**src/verilog/analog_ctl_pkg.sv**
```systemverilog
// package: register map, field layout and carrier types for the amplifier and reference controls
package analog_ctl_pkg;

  localparam int ADDR_W = 4;
  localparam int DATA_W = 8;

  // register indices, one byte each on the plain port
  localparam logic [3:0] OFS_OPAMP1_CONTROL = 4'h0;
  localparam logic [3:0] OFS_OPAMP2_CONTROL = 4'h1;
  localparam logic [3:0] OFS_REF_DAC_CONTROL = 4'h2;
  localparam logic [3:0] OFS_REF_DAC_LEVEL = 4'h3;
  localparam logic [3:0] OFS_STATUS = 4'h4;
  localparam logic [3:0] OFS_PORT_READ = 4'h5;

  // amplifier control fields
  localparam int AMP_EN_BIT = 7;
  localparam int AMP_SP_BIT = 6;
  localparam int AMP_CH_LSB = 0;
  localparam logic [7:0] AMP_IMPL_MASK = 8'hc3;

  // reference control fields
  localparam int REF_EN_BIT = 7;
  localparam int REF_OE1_BIT = 5;
  localparam int REF_OE2_BIT = 4;
  localparam int REF_PSS_LSB = 2;
  localparam int REF_NSS_BIT = 0;
  localparam logic [7:0] REF_IMPL_MASK = 8'hbd;

  localparam logic [7:0] CTL_RESET = 8'h00;

  // amplifier non-inverting input source
  typedef enum logic [1:0] {
    AMP_IN_PIN = 2'b00,
    AMP_IN_PIN_ALT = 2'b01,
    AMP_IN_DAC = 2'b10,
    AMP_IN_FIXED_REF = 2'b11
  } amp_in_e;

  // ladder high source
  typedef enum logic [1:0] {
    HI_SUPPLY = 2'b00,
    HI_REF_PIN = 2'b01,
    HI_FIXED_REF = 2'b10,
    HI_RESERVED = 2'b11
  } ref_hi_e;

  // controls of one amplifier toward the analog switches
  typedef struct packed {
    logic enable;
    logic high_speed;
    logic sel_pin;
    logic sel_dac;
    logic sel_fixed_ref;
    logic pin_driver_off;
  } amp_ctl_s;

  // controls of the reference ladder toward the analog switches
  typedef struct packed {
    logic enable;
    logic hi_supply;
    logic hi_ref_pin;
    logic hi_fixed_ref;
    logic lo_ref_pin;
    logic [7:0] tap;
    logic out1;
    logic out2;
    logic to_comparator;
    logic to_adc;
  } ref_ctl_s;

  // decode one amplifier control byte to switch drives
  function automatic amp_ctl_s amp_decode(input logic [7:0] r);
    amp_ctl_s c;
    amp_in_e s;
    s = amp_in_e'(r[AMP_CH_LSB +: 2]);
    c.enable = r[AMP_EN_BIT];
    c.high_speed = r[AMP_EN_BIT] & r[AMP_SP_BIT];
    c.sel_pin = r[AMP_EN_BIT] & ~s[1];
    c.sel_dac = r[AMP_EN_BIT] & (s == AMP_IN_DAC);
    c.sel_fixed_ref = r[AMP_EN_BIT] & (s == AMP_IN_FIXED_REF);
    c.pin_driver_off = r[AMP_EN_BIT];
    return c;
  endfunction

endpackage

```
**src/verilog/analog_ref_amp_control.sv**
```systemverilog
// top: register port, two amplifiers, reference ladder and pin overrides
//
// Chosen here: the plain strobed port and the placing of the registers.
`timescale 1ns/1ps

module analog_ref_amp_control (
  // clock and reset
  input wire logic mclk,
  input wire logic rst_b,
  // register port
  input wire logic [analog_ctl_pkg::ADDR_W-1:0] addr,
  input wire logic [analog_ctl_pkg::DATA_W-1:0] wdata,
  input wire logic wr_stb,
  input wire logic rd_stb,
  output logic [analog_ctl_pkg::DATA_W-1:0] rdata,
  // digital port pins of the two amplifier outputs and two reference outputs
  input wire logic [3:0] pin_in,
  input wire logic [3:0] port_drive,
  input wire logic [3:0] port_out_en,
  output logic [3:0] pin_out,
  output logic [3:0] pin_oe,
  output logic [3:0] pin_in_detect_en,
  // analog switch controls
  output analog_ctl_pkg::amp_ctl_s amp1_ctl,
  output analog_ctl_pkg::amp_ctl_s amp2_ctl,
  output analog_ctl_pkg::ref_ctl_s ref_ctl
);
  import analog_ctl_pkg::*;

  logic [7:0] amp1_rd;
  logic [7:0] amp2_rd;
  logic [7:0] ref_rd;
  logic [7:0] lvl_rd;
  logic [3:0] analog_own;
  logic [3:0] digital_in_mask;
  logic [3:0] pin_s1_q;
  logic [3:0] pin_s2_q;
  logic [3:0] pin_s3_q;
  logic [3:0] pin_q;
  logic [7:0] rdata_d;
  logic [7:0] rdata_q;

  amp_channel u_amp1 (
    .mclk(mclk),
    .rst_b(rst_b),
    .wr_en(wr_stb && addr == OFS_OPAMP1_CONTROL),
    .wr_data(wdata),
    .ctl_rdata(amp1_rd),
    .ctl(amp1_ctl)
  );

  amp_channel u_amp2 (
    .mclk(mclk),
    .rst_b(rst_b),
    .wr_en(wr_stb && addr == OFS_OPAMP2_CONTROL),
    .wr_data(wdata),
    .ctl_rdata(amp2_rd),
    .ctl(amp2_ctl)
  );

  ref_ladder_ctl u_ref (
    .mclk(mclk),
    .rst_b(rst_b),
    .ctl_wr(wr_stb && addr == OFS_REF_DAC_CONTROL),
    .lvl_wr(wr_stb && addr == OFS_REF_DAC_LEVEL),
    .wr_data(wdata),
    .ctl_rdata(ref_rd),
    .lvl_rdata(lvl_rd),
    .ctl(ref_ctl)
  );

  // pins 0,1: amplifier outputs; pins 2,3: reference outputs
  assign analog_own = {ref_ctl.out2, ref_ctl.out1, amp2_ctl.pin_driver_off, amp1_ctl.pin_driver_off};

  assign pin_oe = port_out_en & ~analog_own;
  assign pin_out = port_drive & ~analog_own;
  // amplifier pins keep their input detector; only reference pins lose it
  assign digital_in_mask = {~ref_ctl.out2, ~ref_ctl.out1, 2'b11};
  assign pin_in_detect_en = digital_in_mask;

  // pins are asynchronous: a change counts once stages two and three agree
  always_ff @(posedge mclk or negedge rst_b) begin
    if (!rst_b) begin
      pin_s1_q <= 4'h0;
      pin_s2_q <= 4'h0;
      pin_s3_q <= 4'h0;
    end else begin
      pin_s1_q <= pin_in;
      pin_s2_q <= pin_s1_q;
      pin_s3_q <= pin_s2_q;
    end
  end

  always_ff @(posedge mclk or negedge rst_b) begin
    if (!rst_b) begin
      pin_q <= 4'h0;
    end else begin
      for (int i = 0; i < 4; i++) begin
        if (pin_s2_q[i] == pin_s3_q[i]) begin
          pin_q[i] <= pin_s3_q[i];
        end
      end
    end
  end

  // read mux; unmapped addresses read as zero
  always_comb begin
    rdata_d = 8'h00;
    unique case (addr)
      OFS_OPAMP1_CONTROL: rdata_d = amp1_rd;
      OFS_OPAMP2_CONTROL: rdata_d = amp2_rd;
      OFS_REF_DAC_CONTROL: rdata_d = ref_rd;
      OFS_REF_DAC_LEVEL: rdata_d = lvl_rd;
      OFS_STATUS: rdata_d = {4'h0, analog_own};
      OFS_PORT_READ: rdata_d = {4'h0, pin_q & digital_in_mask};
      default: rdata_d = 8'h00;
    endcase
  end

  // read data stands only in the cycle after the strobe
  always_ff @(posedge mclk or negedge rst_b) begin
    if (!rst_b) begin
      rdata_q <= 8'h00;
    end else if (rd_stb) begin
      rdata_q <= rdata_d;
    end else begin
      rdata_q <= 8'h00;
    end
  end

  assign rdata = rdata_q;

endmodule

```
**src/verilog/amp_channel.sv**
```systemverilog
// one amplifier: control register, read-back and pin/switch drives
`timescale 1ns/1ps
module amp_channel (
  // clock and reset
  input wire logic mclk,
  input wire logic rst_b,
  // register write
  input wire logic wr_en,
  input wire logic [7:0] wr_data,
  // state
  output logic [7:0] ctl_rdata,
  output analog_ctl_pkg::amp_ctl_s ctl
);
  import analog_ctl_pkg::*;

  logic [7:0] ctl_q;

  always_ff @(posedge mclk or negedge rst_b) begin
    if (!rst_b) begin
      ctl_q <= CTL_RESET;
    end else if (wr_en) begin
      ctl_q <= wr_data & AMP_IMPL_MASK;
    end
  end

  assign ctl_rdata = ctl_q & AMP_IMPL_MASK;
  assign ctl = amp_decode(ctl_q);

endmodule

```
**src/verilog/ref_ladder_ctl.sv**
```systemverilog
// reference ladder: control and level registers with their switch drives
`timescale 1ns/1ps
module ref_ladder_ctl (
  // clock and reset
  input wire logic mclk,
  input wire logic rst_b,
  // register writes
  input wire logic ctl_wr,
  input wire logic lvl_wr,
  input wire logic [7:0] wr_data,
  // state
  output logic [7:0] ctl_rdata,
  output logic [7:0] lvl_rdata,
  output analog_ctl_pkg::ref_ctl_s ctl
);
  import analog_ctl_pkg::*;

  logic [7:0] ctl_q;
  logic [7:0] lvl_q;
  ref_hi_e hi;

  // no sleep input exists here: state simply holds across any low-power period
  always_ff @(posedge mclk or negedge rst_b) begin
    if (!rst_b) begin
      ctl_q <= CTL_RESET;
    end else if (ctl_wr) begin
      ctl_q <= wr_data & REF_IMPL_MASK;
    end
  end

  always_ff @(posedge mclk or negedge rst_b) begin
    if (!rst_b) begin
      lvl_q <= CTL_RESET;
    end else if (lvl_wr) begin
      lvl_q <= wr_data;
    end
  end

  assign ctl_rdata = ctl_q & REF_IMPL_MASK;
  assign lvl_rdata = lvl_q;
  assign hi = ref_hi_e'(ctl_q[REF_PSS_LSB +: 2]);

  always_comb begin
    ctl.enable = ctl_q[REF_EN_BIT];
    // reserved high-source code opens every high switch rather than shorting sources
    ctl.hi_supply = ctl_q[REF_EN_BIT] & (hi == HI_SUPPLY);
    ctl.hi_ref_pin = ctl_q[REF_EN_BIT] & (hi == HI_REF_PIN);
    ctl.hi_fixed_ref = ctl_q[REF_EN_BIT] & (hi == HI_FIXED_REF);
    ctl.lo_ref_pin = ctl_q[REF_NSS_BIT];
    ctl.tap = lvl_q;
    ctl.out1 = ctl_q[REF_EN_BIT] & ctl_q[REF_OE1_BIT];
    ctl.out2 = ctl_q[REF_EN_BIT] & ctl_q[REF_OE2_BIT];
    ctl.to_comparator = ctl_q[REF_EN_BIT];
    ctl.to_adc = ctl_q[REF_EN_BIT];
  end

endmodule

```
**config.mk**
```make
export PLATFORM = sky130hd
export DESIGN_NAME = analog_ref_amp_control
export DESIGN_NICKNAME = d
export VERILOG_FILES = /design/src/verilog/analog_ctl_pkg.sv /design/src/verilog/analog_ref_amp_control.sv /design/src/verilog/amp_channel.sv /design/src/verilog/ref_ladder_ctl.sv
export SDC_FILE = /design/constraint.sdc
export NUM_CORES = 1
export LEC_CHECK = 0
export BUFFER_PORTS_ARGS = -buffer_cell sky130_fd_sc_hd__buf_2
export CAP_MARGIN = 20
export CELL_PAD_IN_SITES_DETAIL_PLACEMENT = 1
export CELL_PAD_IN_SITES_GLOBAL_PLACEMENT = 2
export CORE_MARGIN = 3
export CORE_UTILIZATION = 31
export DETAILED_ROUTE_END_ITERATION = 6
export GPL_ROUTABILITY_DRIVEN = 0
export GPL_TIMING_DRIVEN = 0
export PLACE_DENSITY = 0.79
export SYNTH_ARGS = -nofsm -noshare
export SYNTH_HDL_FRONTEND = slang
export SYNTH_SLANG_ARGS = --single-unit
```
**constraint.sdc**
```tcl
create_clock -name mclk -period 1.5 [get_ports mclk]
set_input_delay 0.225 -clock mclk [delete_from_list [all_inputs] [get_ports mclk]]
set_output_delay 0.225 -clock mclk [all_outputs]
set_load 0.005 [all_outputs]
```
==> flow_metrics.env, run 1 <==
export IMPL_syn_area_sq_um=2060
export IMPL_syn_avg_cell_area_sq_um=12.7
export IMPL_area_growth_pct=30.5
export IMPL_port_buffers=73
export IMPL_clockBufferDepth=2
export IMPL_period_share_pct=93.9
export IMPL_slew_violations=0
export IMPL_leakage_nw=1.34
export IMPL_nNetsFinal=274
export IMPL_worst_path_largest_cell_delay_ns=0.46
export IMPL_rsz0062_at_grt="false"
export IMPL_detail_route_wl_per_cell_um=15.3
export IMPL_grt_start_max_net_pins=47
export IMPL_hold_slack_ns=0.0283
export IMPL_synth_top_cell_by_area="dfrtp_1"
export IMPL_grt_pass1_vias=1542
export IMPL_crit_type="reg -> out"
export IMPL_grt_ovfl_total=0
export IMPL_clock_latency_ns=0.30
export IMPL_core_area_sq_um=6390
export IMPL_dieArea_sq_um=7670
export IMPL_clock_root_buffer="clkbuf_8"
export IMPL_startpoint_type="register"
export IMPL_min_period_ns=1.41
export IMPL_cts_tree="yes"
export IMPL_antenna_found_initial=0
export IMPL_clock_sinks=46
export IMPL_ys_ff_latch=46
export IMPL_maxCapViolations=0
export IMPL_synthArstFlopShare_pct=100
export IMPL_diodes=0
export IMPL_layout_drive_gt1_share_pct=53.0
export IMPL_cp_slowest_cell="dfrtp_2"
export IMPL_synth_yosys_warnings=0
export IMPL_synth_edf_count=0
export IMPL_rows=29
export IMPL_power_mw=3.25
export IMPL_crit_required_ns=1.27
export IMPL_finalSetupViolations=0
export IMPL_dr_pass1_iters=4
export IMPL_initial_core_util_pct=32.3
export IMPL_clkTransAtPathRegs_ns=0.08
export IMPL_io_pins=77
export IMPL_ant_nets=0
export IMPL_drtIter0Drc=70
export IMPL_synth_area_leaders="dfrtp_1, mux2_2, buf_4"
export IMPL_fin_skew_ns=0.00516
export IMPL_fin_ws_ns=0.0908
export IMPL_synth_flop_cell="dfrtp_1"
export IMPL_fmax_mhz=710
export IMPL_crit_fanout=7
export IMPL_fin_area_sq_um=2690
export IMPL_cp_end_kind="output pin"
export IMPL_dp_hpwl_um=3730
export IMPL_utilization_pct=42.1
export IMPL_holdCritPathClass="in -> reg"
export IMPL_syn_inst=162
export IMPL_netlist_area_leader_share_pct=55.8
export IMPL_powerDensity_nw_per_um2=1210
export IMPL_h_tree_depth=2
export IMPL_worstPathArrival_ns=1.18
export IMPL_outcome="finished, final reports clean"
export IMPL_crit_chain="buf_12, and3b_1, buf_2"
export IMPL_vias_per_cell=4.69
export IMPL_setup_tns_ns=0
export IMPL_cts_buffers=5
export IMPL_die_height_um=87.6
export IMPL_hold_violations=0
export IMPL_place_area_sq_um=2530
export IMPL_grt_total_usage_pct=13.8
export IMPL_ir_worst_vdd_mv=0.582
export IMPL_wirelength_um=4960
export IMPL_dp_cells=313
export IMPL_grt_first_pass_wirelength_um=8150
export IMPL_ys_seq_area_share_pct=55.8
export IMPL_pre_cts_ws_ns=-0.0790
export IMPL_synth_cell_type_count=28
export IMPL_final_cells=324
export IMPL_drc=0
export IMPL_die_w_um=87.6
export IMPL_vias=1521
## registers in the layout, summed over array words and instances, names as in the netlist
signal	count
rdata	8
u_amp1.ctl_q	4
u_amp2.ctl_q	4
pin_s2_q	4
u_ref.lvl_rdata	8
pin_s1_q	4
u_ref.ctl_q	6
pin_q	4
pin_s3_q	4
## where the power goes
| group | switching (mW) | internal (mW) |
|---|---|---|
| Combinational | 0.292 | 0.460 |
| Sequential | 0.176 | 1.41 |
| Clock | 0.411 | 0.497 |
## worst paths after layout
kind | start | to | slack (ns) | depth (start not counted)
min in group asynchronous | rst_b | u_ref.ctl_q[5] | 0.35 | 2
worst max register to register | u_amp1.ctl_q[7] | rdata[0] | 0.13 | 3
worst max-delay path | u_ref.ctl_q[7] | ref_ctl[14] | 0.09 | 3
max in group asynchronous | rst_b | u_ref.ctl_q[7] | 0.66 | 3
worst min-delay path | pin_in[1] | pin_s1_q[1] | 0.03 | 1
worst min register to register | pin_s1_q[3] | pin_s2_q[3] | 0.35 | 0
## layout make-up
| type | count | area [sq um] |
|---|---|---|
| inverters | 2 | 7.51 |
| fillers | 741 | 3700 |
| repair buffers | 76 | 415 |
| well taps | 77 | 96.3 |
| clock inverters | 2 | 37.5 |
| multi-input cells | 99 | 785 |
| plain buffers | 16 | 123 |
| clock buffers | 6 | 72.6 |
| flip-flops and latches | 46 | 1150 |
## Yosys cell counts, types with 2 or more instances
cell,number
or4b_1,2
buf_4,12
and3b_1,2
dfrtp_1,46
inv_1,2
mux2_2,27
and2_1,6
maj3_1,4
nand3_1,7
buf_6,2
buf_2,2
nor2_1,7
nand2_1,9
mux2i_1,5
and3_1,3
a31oi_1,4
nor2b_1,6
and4bb_2,2
a22oi_1,3
nand3b_1,3
## critical path, delay by kind of cell, from the launching register on
| family | cells | cell delay (ns) |
|---|---|---|
| flops | 1 | 0.46 |
| buf+inv | 2 | 0.27 |
| simple gates | 1 | 0.16 |
## metal layers
| metal | up-vias | routed length, um | GRT usage [%] |
|---|---|---|---|
| met3 | 3 | 188 | 3.29 |
| met1 | 762 | 2190 | 18.3 |
| met4 | 0 | 31 | 3.77 |
| li1 | 728 | - | - |
| met2 | 28 | 2550 | 22.5 |
| met5 | - | 0 | 0 |
## what timing repair did
item | 4_1_cts | 5_1_grt
resized for setup | 1 | 1
hold buffers | 0 | 1
endpoints found under the setup margin | 4 | 2
buffers inserted | 1 | 0
gates cloned | 0 | 0
hold endpoints to repair | 0 | 12
## kinds of logic (layout without fill, tap and decap cells)
kind of cell / count (synthesis) / in the layout / synth area share [%]
compound gates: 8 / 8 / 2.55
fa+ha+maj: 4 / 4 / 1.94
buf+inv: 18 / 102 / 6.31
flops: 46 / 46 / 55.8
mux: 32 / 32 / 17.2
other cells: 1 / 2 / 0.182
simple gates: 53 / 53 / 16.0
## cells in the final DEF (no fill, tap or decap), drive strengths merged, types with 3 or more instances in the layout
cell,count
nand3b,3
nor2b,6
mux2i,5
clkbuf,6
maj3,4
nor2,7
and3,3
nand2,9
buf,91
and2,6
dfrtp,46
a22oi,3
a31oi,4
mux2,27
nand3,7
Power figures use the tool's default switching activity.
==> run 2, diff against run 1 <==
PLACE_DENSITY = unset   (was 0.79)
PLACE_DENSITY_LB_ADDON = 0.08   (was unset)
==> run 2 against run 1 <==
Clock skew barely moved. Non-clock buffer count grew 1. Flip-flop and latch count unchanged. Worst hold slack gained 0.0046 ns. Combinational power rose by 0.9%. Global-route usage down 0.41 points. Final area shrank 0.42%. Critical path type unchanged.
==> flow_metrics.env, run 2 (same netlist as run 1, synthesis figures left out) <==
export IMPL_outcome="finished, final reports clean"
export IMPL_powerDensity_nw_per_um2=1150
export IMPL_slew_violations=0
export IMPL_layout_common_cells="buf_2, dfrtp_1, mux2_2"
export IMPL_cp_end_kind="output pin"
export IMPL_holdCritPathClass="in -> reg"
export IMPL_nNetsFinal=275
export IMPL_grtUsageMet1_pct=19.2
export IMPL_clock_latency_ns=0.29
export IMPL_die_height_um=87.6
export IMPL_crit_required_ns=1.27
export IMPL_place_area_sq_um=2530
export IMPL_mostFrequentLayoutCell="buf_2"
export IMPL_h_tree_depth=2
export IMPL_diodes=0
export IMPL_ant_nets=0
export IMPL_r2r_start="u_amp1.ctl_q[7]"
export IMPL_layout_drive_gt1_share_pct=53.6
export IMPL_grt_total_usage_pct=13.4
export IMPL_hold_violations=0
export IMPL_fillerInstances=728
export IMPL_setup_tns_ns=0
export IMPL_fmax_mhz=709
export IMPL_grt_first_pass_wirelength_um=7880
export IMPL_cts_tree="yes"
export IMPL_crit_fanout=7
export IMPL_clock_sinks=46
export IMPL_crit_chain="buf_12, and3b_1, buf_2"
export IMPL_use_met2_pct=20.9
export IMPL_drc=0
export IMPL_cp_slowest_cell="dfrtp_2"
export IMPL_min_period_ns=1.41
export IMPL_wirelength_um=4990
export IMPL_clock_root_buffer="clkbuf_8"
export IMPL_path_buf_inv=2
export IMPL_hold_path_startpoint="pin_in[1]"
export IMPL_core_area_sq_um=6390
export IMPL_grt_start_max_net_pins=47
export IMPL_period_share_pct=94.0
export IMPL_maxCapViolations=0
export IMPL_reg2reg_slack_ns=0.16
export IMPL_dp_hpwl_um=3650
export IMPL_dieArea_sq_um=7670
export IMPL_clockBufferDepth=2
export IMPL_rows=29
export IMPL_leakage_nw=1.34
export IMPL_die_w_um=87.6
export IMPL_fin_skew_ns=0.00497
export IMPL_met3_usage_pct=3.01
export IMPL_finalSetupViolations=0
export IMPL_detail_route_wl_per_cell_um=15.3
export IMPL_clkTransAtPathRegs_ns=0.09
export IMPL_crit_type="reg -> out"
export IMPL_grt_pass1_vias=1499
export IMPL_top_usage_layer="met2"
export IMPL_initial_core_util_pct=32.3
export IMPL_antenna_found_initial=0
export IMPL_rsz0062_at_grt="false"
export IMPL_drtIter0Drc=38
export IMPL_grt_ovfl_total=0
export IMPL_crit_family="flip-flops"
export IMPL_area_growth_pct=29.9
export IMPL_worstPathArrival_ns=1.19
export IMPL_ir_worst_vdd_mv=0.540
export IMPL_cts_buffers=5
export IMPL_io_pins=77
export IMPL_vias_per_cell=4.66
export IMPL_port_buffers=73
export IMPL_worstSetupStartpoint="u_ref.ctl_q[7]"
export IMPL_dr_pass1_iters=2
export IMPL_fin_area_sq_um=2680
export IMPL_worst_path_largest_cell_delay_ns=0.46
export IMPL_startpoint_type="register"
export IMPL_vias=1515
[run 2: layout make-up]
| type | count | area [sq um] | share of cell area (%) |
|---|---|---|---|
| buffer | 16 | 123 | 4.58 |
| clock buffer | 6 | 72.6 | 2.71 |
| clock inverter | 2 | 13.8 | 0.514 |
| inverter | 2 | 7.51 | 0.280 |
| multi-input combinational | 99 | 790 | 29.5 |
| sequential | 46 | 1150 | 43.1 |
| tap | 77 | 96.3 | 3.60 |
| timing repair buffer | 77 | 423 | 15.8 |
[run 2: power breakdown]
group | internal, mW | switching (mW) | leakage [nW] | total [mW]
Combinational | 0.469 | 0.291 | 0.729 | 0.760
Clock | 0.330 | 0.417 | 0.0452 | 0.747
Sequential | 1.41 | 0.173 | 0.565 | 1.58
Total | 2.21 | 0.881 | 1.34 | 3.09
[run 2: layer usage]
layer	part of all wire [%]	vias to the layer above
li1	-	729
met1	48	749
met2	48	35
met3	4.4	2
met4	0.24	0
met5	0	-
[run 2: what timing repair did]
| item | in CTS | in global routing |
|---|---|---|
| setup buffers | 2 | 0 |
| resized for setup | 1 | 2 |
| hold buffers | 0 | 1 |
| hold endpoints to repair | 0 | 7 |
| endpoints found under the setup margin | 7 | 2 |
| cloned | 0 | 0 |
[run 2: path summary, 6_finish.rpt]
kind,to,cells after the start
worst max-delay path,ref_ctl[14],3
worst min-delay path,pin_s1_q[1],1
worst max register to register,rdata[0],3
worst min register to register,pin_s2_q[2],0
max in group asynchronous,u_ref.ctl_q[7],3
min in group asynchronous,u_amp2.ctl_q[6],2
[run 2: per-stage QoR]
step	setup WS, ns	utilization (%)	hold slack (ns)	total power, mW	cells
after CTS	0.0480	41.4	0.0195	3.14	323
after global placement	-0.0667	39.6	0.332	2.33	313
final	0.0899	41.9	0.0329	3.09	325
after floorplan	0.251	-	-0.0706	1.97	163
after detailed placement	-0.0981	39.6	0.335	2.34	313
after global routing	0.00534	41.9	0.0103	3.31	325
==> run 3, diff against run 2 <==
ABC_AREA = 1   (was unset)
CORE_UTILIZATION = 27   (was 31)
==> run 3 against run 2 <==
Combinational power is 16% lower. Largest cell class unchanged. Global-route usage hardly changed. Die area is 14% higher. Total power is 1.5% higher. Clock skew is 0.0018 ns lower. Utilization is 4.9 points lower. Via count is 17% higher. Sequential power hardly changed. Register-to-register slack better by 0.26 ns. Non-clock buffer count is 4 lower. Critical path type unchanged. Sequential share of layout area is 0.53 points lower.
==> flow_metrics.env, run 3 <==
export IMPL_outcome="finished, final reports clean"
export IMPL_vias=1770
export IMPL_antenna_found_initial=0
export IMPL_powerDensity_nw_per_um2=1160
export IMPL_p_clk_share_pct=29.7
export IMPL_cts_tree="yes"
export IMPL_pre_cts_ws_ns=0.0721
export IMPL_grt_first_pass_wirelength_um=8990
export IMPL_layout_drive_gt1_share_pct=37.7
export IMPL_syn_avg_cell_area_sq_um=8.75
export IMPL_area_growth_pct=31.5
export IMPL_synth_yosys_warnings=0
export IMPL_ant_nets=0
export IMPL_clock_latency_ns=0.30
export IMPL_die_height_um=93.4
export IMPL_port_buffers=74
export IMPL_synth_most_common_cell="nand2_1"
export IMPL_finalSetupViolations=0
export IMPL_leakage_nw=1.51
export IMPL_synthTopCellsByCount="nand2_1, dfrtp_1, inv_1, nor2_1, nand3_1"
export IMPL_synth_top_cell_by_area="dfrtp_1"
export IMPL_h_tree_depth=2
export IMPL_crit_required_ns=1.27
export IMPL_drtIter0Drc=31
export IMPL_diodes=0
export IMPL_detail_route_wl_per_cell_um=13.4
export IMPL_cp_end_kind="output pin"
export IMPL_setup_tns_ns=0
export IMPL_fin_ws_ns=0.119
export IMPL_grt_total_usage_pct=13.4
export IMPL_clkTransAtPathRegs_ns=0.08
export IMPL_p_sw_mw=0.919
export IMPL_core_area_sq_um=7330
export IMPL_power_mw=3.14
export IMPL_startpoint_type="register"
export IMPL_rsz0062_at_grt="false"
export IMPL_grt_pass1_vias=1744
export IMPL_mostFrequentLayoutCell="buf_2"
export IMPL_initial_core_util_pct=28.2
export IMPL_fin_skew_ns=0.00318
export IMPL_ir_worst_vdd_mv=0.475
export IMPL_worstPathArrival_ns=1.16
export IMPL_hold_violations=0
export IMPL_vias_per_cell=4.21
export IMPL_ys_ff_latch=46
export IMPL_min_period_ns=1.38
export IMPL_clockBufferDepth=2
export IMPL_swShare_pct=29.3
export IMPL_maxCapViolations=0
export IMPL_wirelength_um=5610
export IMPL_rows=31
export IMPL_clock_root_buffer="clkbuf_8"
export IMPL_dieArea_sq_um=8730
export IMPL_nNetsFinal=348
export IMPL_syn_inst=236
export IMPL_crit_type="reg -> out"
export IMPL_dr_pass1_iters=4
export IMPL_layout_common_cells="buf_2, nand2_1, dfrtp_1"
export IMPL_io_pins=77
export IMPL_period_share_pct=92.1
export IMPL_intPower_mw=2.22
export IMPL_holdCritPathClass="in -> reg"
export IMPL_synth_area_leaders="dfrtp_1, nand2_1, o21ai_2"
export IMPL_ys_seq_area_share_pct=55.8
export IMPL_netlist_area_leader_share_pct=55.8
export IMPL_die_w_um=93.4
export IMPL_synth_edf_count=0
export IMPL_comb_power_share_pct=20.4
export IMPL_slew_violations=0
export IMPL_dp_hpwl_um=4340
export IMPL_drc=0
export IMPL_cts_buffers=5
export IMPL_synth_flop_cell="dfrtp_1"
export IMPL_crit_fanout=5
export IMPL_grt_start_max_net_pins=47
export IMPL_fmax_mhz=724
export IMPL_clock_sinks=46
export IMPL_power_frac_seq_pct=50.0
export IMPL_utilization_pct=37.0
export IMPL_syn_area_sq_um=2060
export IMPL_synth_cell_type_count=19
export IMPL_grt_ovfl_total=0
export IMPL_synthArstFlopShare_pct=100
run 3: changes by cell type in the layout (fill, tap and decap cells not counted), moves of 8 or more:
cell,before,now
nand2_1,9,58
nor2_1,7,28
nand3_1,7,15
o21ai_1,0,8
o21ai_2,0,13
inv_1,2,30
mux2_2,27,0
run 3: cells by family after synthesis:
group                      Yosys count  share of synthesized area, %
and+or+nand+nor                    109                          21.8
AOI/OAI and AO/OA                   29                          9.39
DFF                                 46                          55.8
other                                1                         0.182
adders and majority gates            4                          1.94
buffers and inverters               47                          10.9
run 3: cell type report:
type                            instances  area, sq um
Fill cell                             911         4620
Sequential cell                        46         1150
Multi-Input combinational cell        144          697
Timing Repair Buffer                   77          408
Inverter                               34          128
Tap cell                               99          124
Buffer                                 12         93.8
Clock buffer                            6         72.6
Clock inverter                          2         37.5
run 3: worst paths after layout:
check                               startpoint              end  slack (ns)  depth (start not counted)
min in group asynchronous                rst_b  u_amp2.ctl_q[1]        0.35                          2
max in group asynchronous                rst_b   u_ref.ctl_q[7]        0.64                          3
worst min-delay path                 pin_in[2]      pin_s1_q[2]        0.02                          1
worst max-delay path            u_ref.ctl_q[7]       ref_ctl[1]        0.12                          3
worst max register to register  u_ref.ctl_q[7]         rdata[3]        0.42                          6
worst min register to register     pin_s1_q[3]      pin_s2_q[3]        0.35                          0
run 3: layer usage:
| layer | vias to the layer above | routed length [um] | global-route usage [%] |
|---|---|---|---|
| met5 | - | 0 | 0 |
| li1 | 887 | - | - |
| met4 | 0 | 51 | 3.30 |
| met1 | 835 | 2650 | 18.7 |
| met2 | 42 | 2640 | 20.7 |
| met3 | 6 | 276 | 3.54 |
run 3: critical path: stages, from the launching register on:
cell     delay (ns)
dfrtp_2        0.45
buf_4          0.16
buf_4          0.12
buf_2          0.12
run 3: per-stage QoR:
stage / hold slack (ns) / cells / cell area, sq um
finish: 0.0227 / 420 / 2720
global route: 0.00352 / 420 / 2720
CTS: 0.0114 / 417 / 2670
detailed placement: 0.334 / 410 / 2560
global placement: 0.333 / 410 / 2560
floorplan: -0.0706 / 237 / 2070
run 3: power by group through the flow:
| stage | registers [mW] | clock network [mW] | logic [mW] |
|---|---|---|---|
| after floorplan | 1.53 | 0 | 0.351 |
| after global placement | 1.58 | 0 | 0.630 |
| after detailed placement | 1.58 | 0 | 0.650 |
| after CTS | 1.57 | 0.958 | 0.635 |
| after global routing | 1.60 | 1.02 | 0.732 |
| final | 1.57 | 0.930 | 0.639 |
run 3: timing repair:
item	CTS	global route
setup buffers	0	1
endpoints found under the hold margin	0	12
pin swaps	0	0
resized for setup	1	4
hold buffers	0	1
setup endpoints to repair	13	9
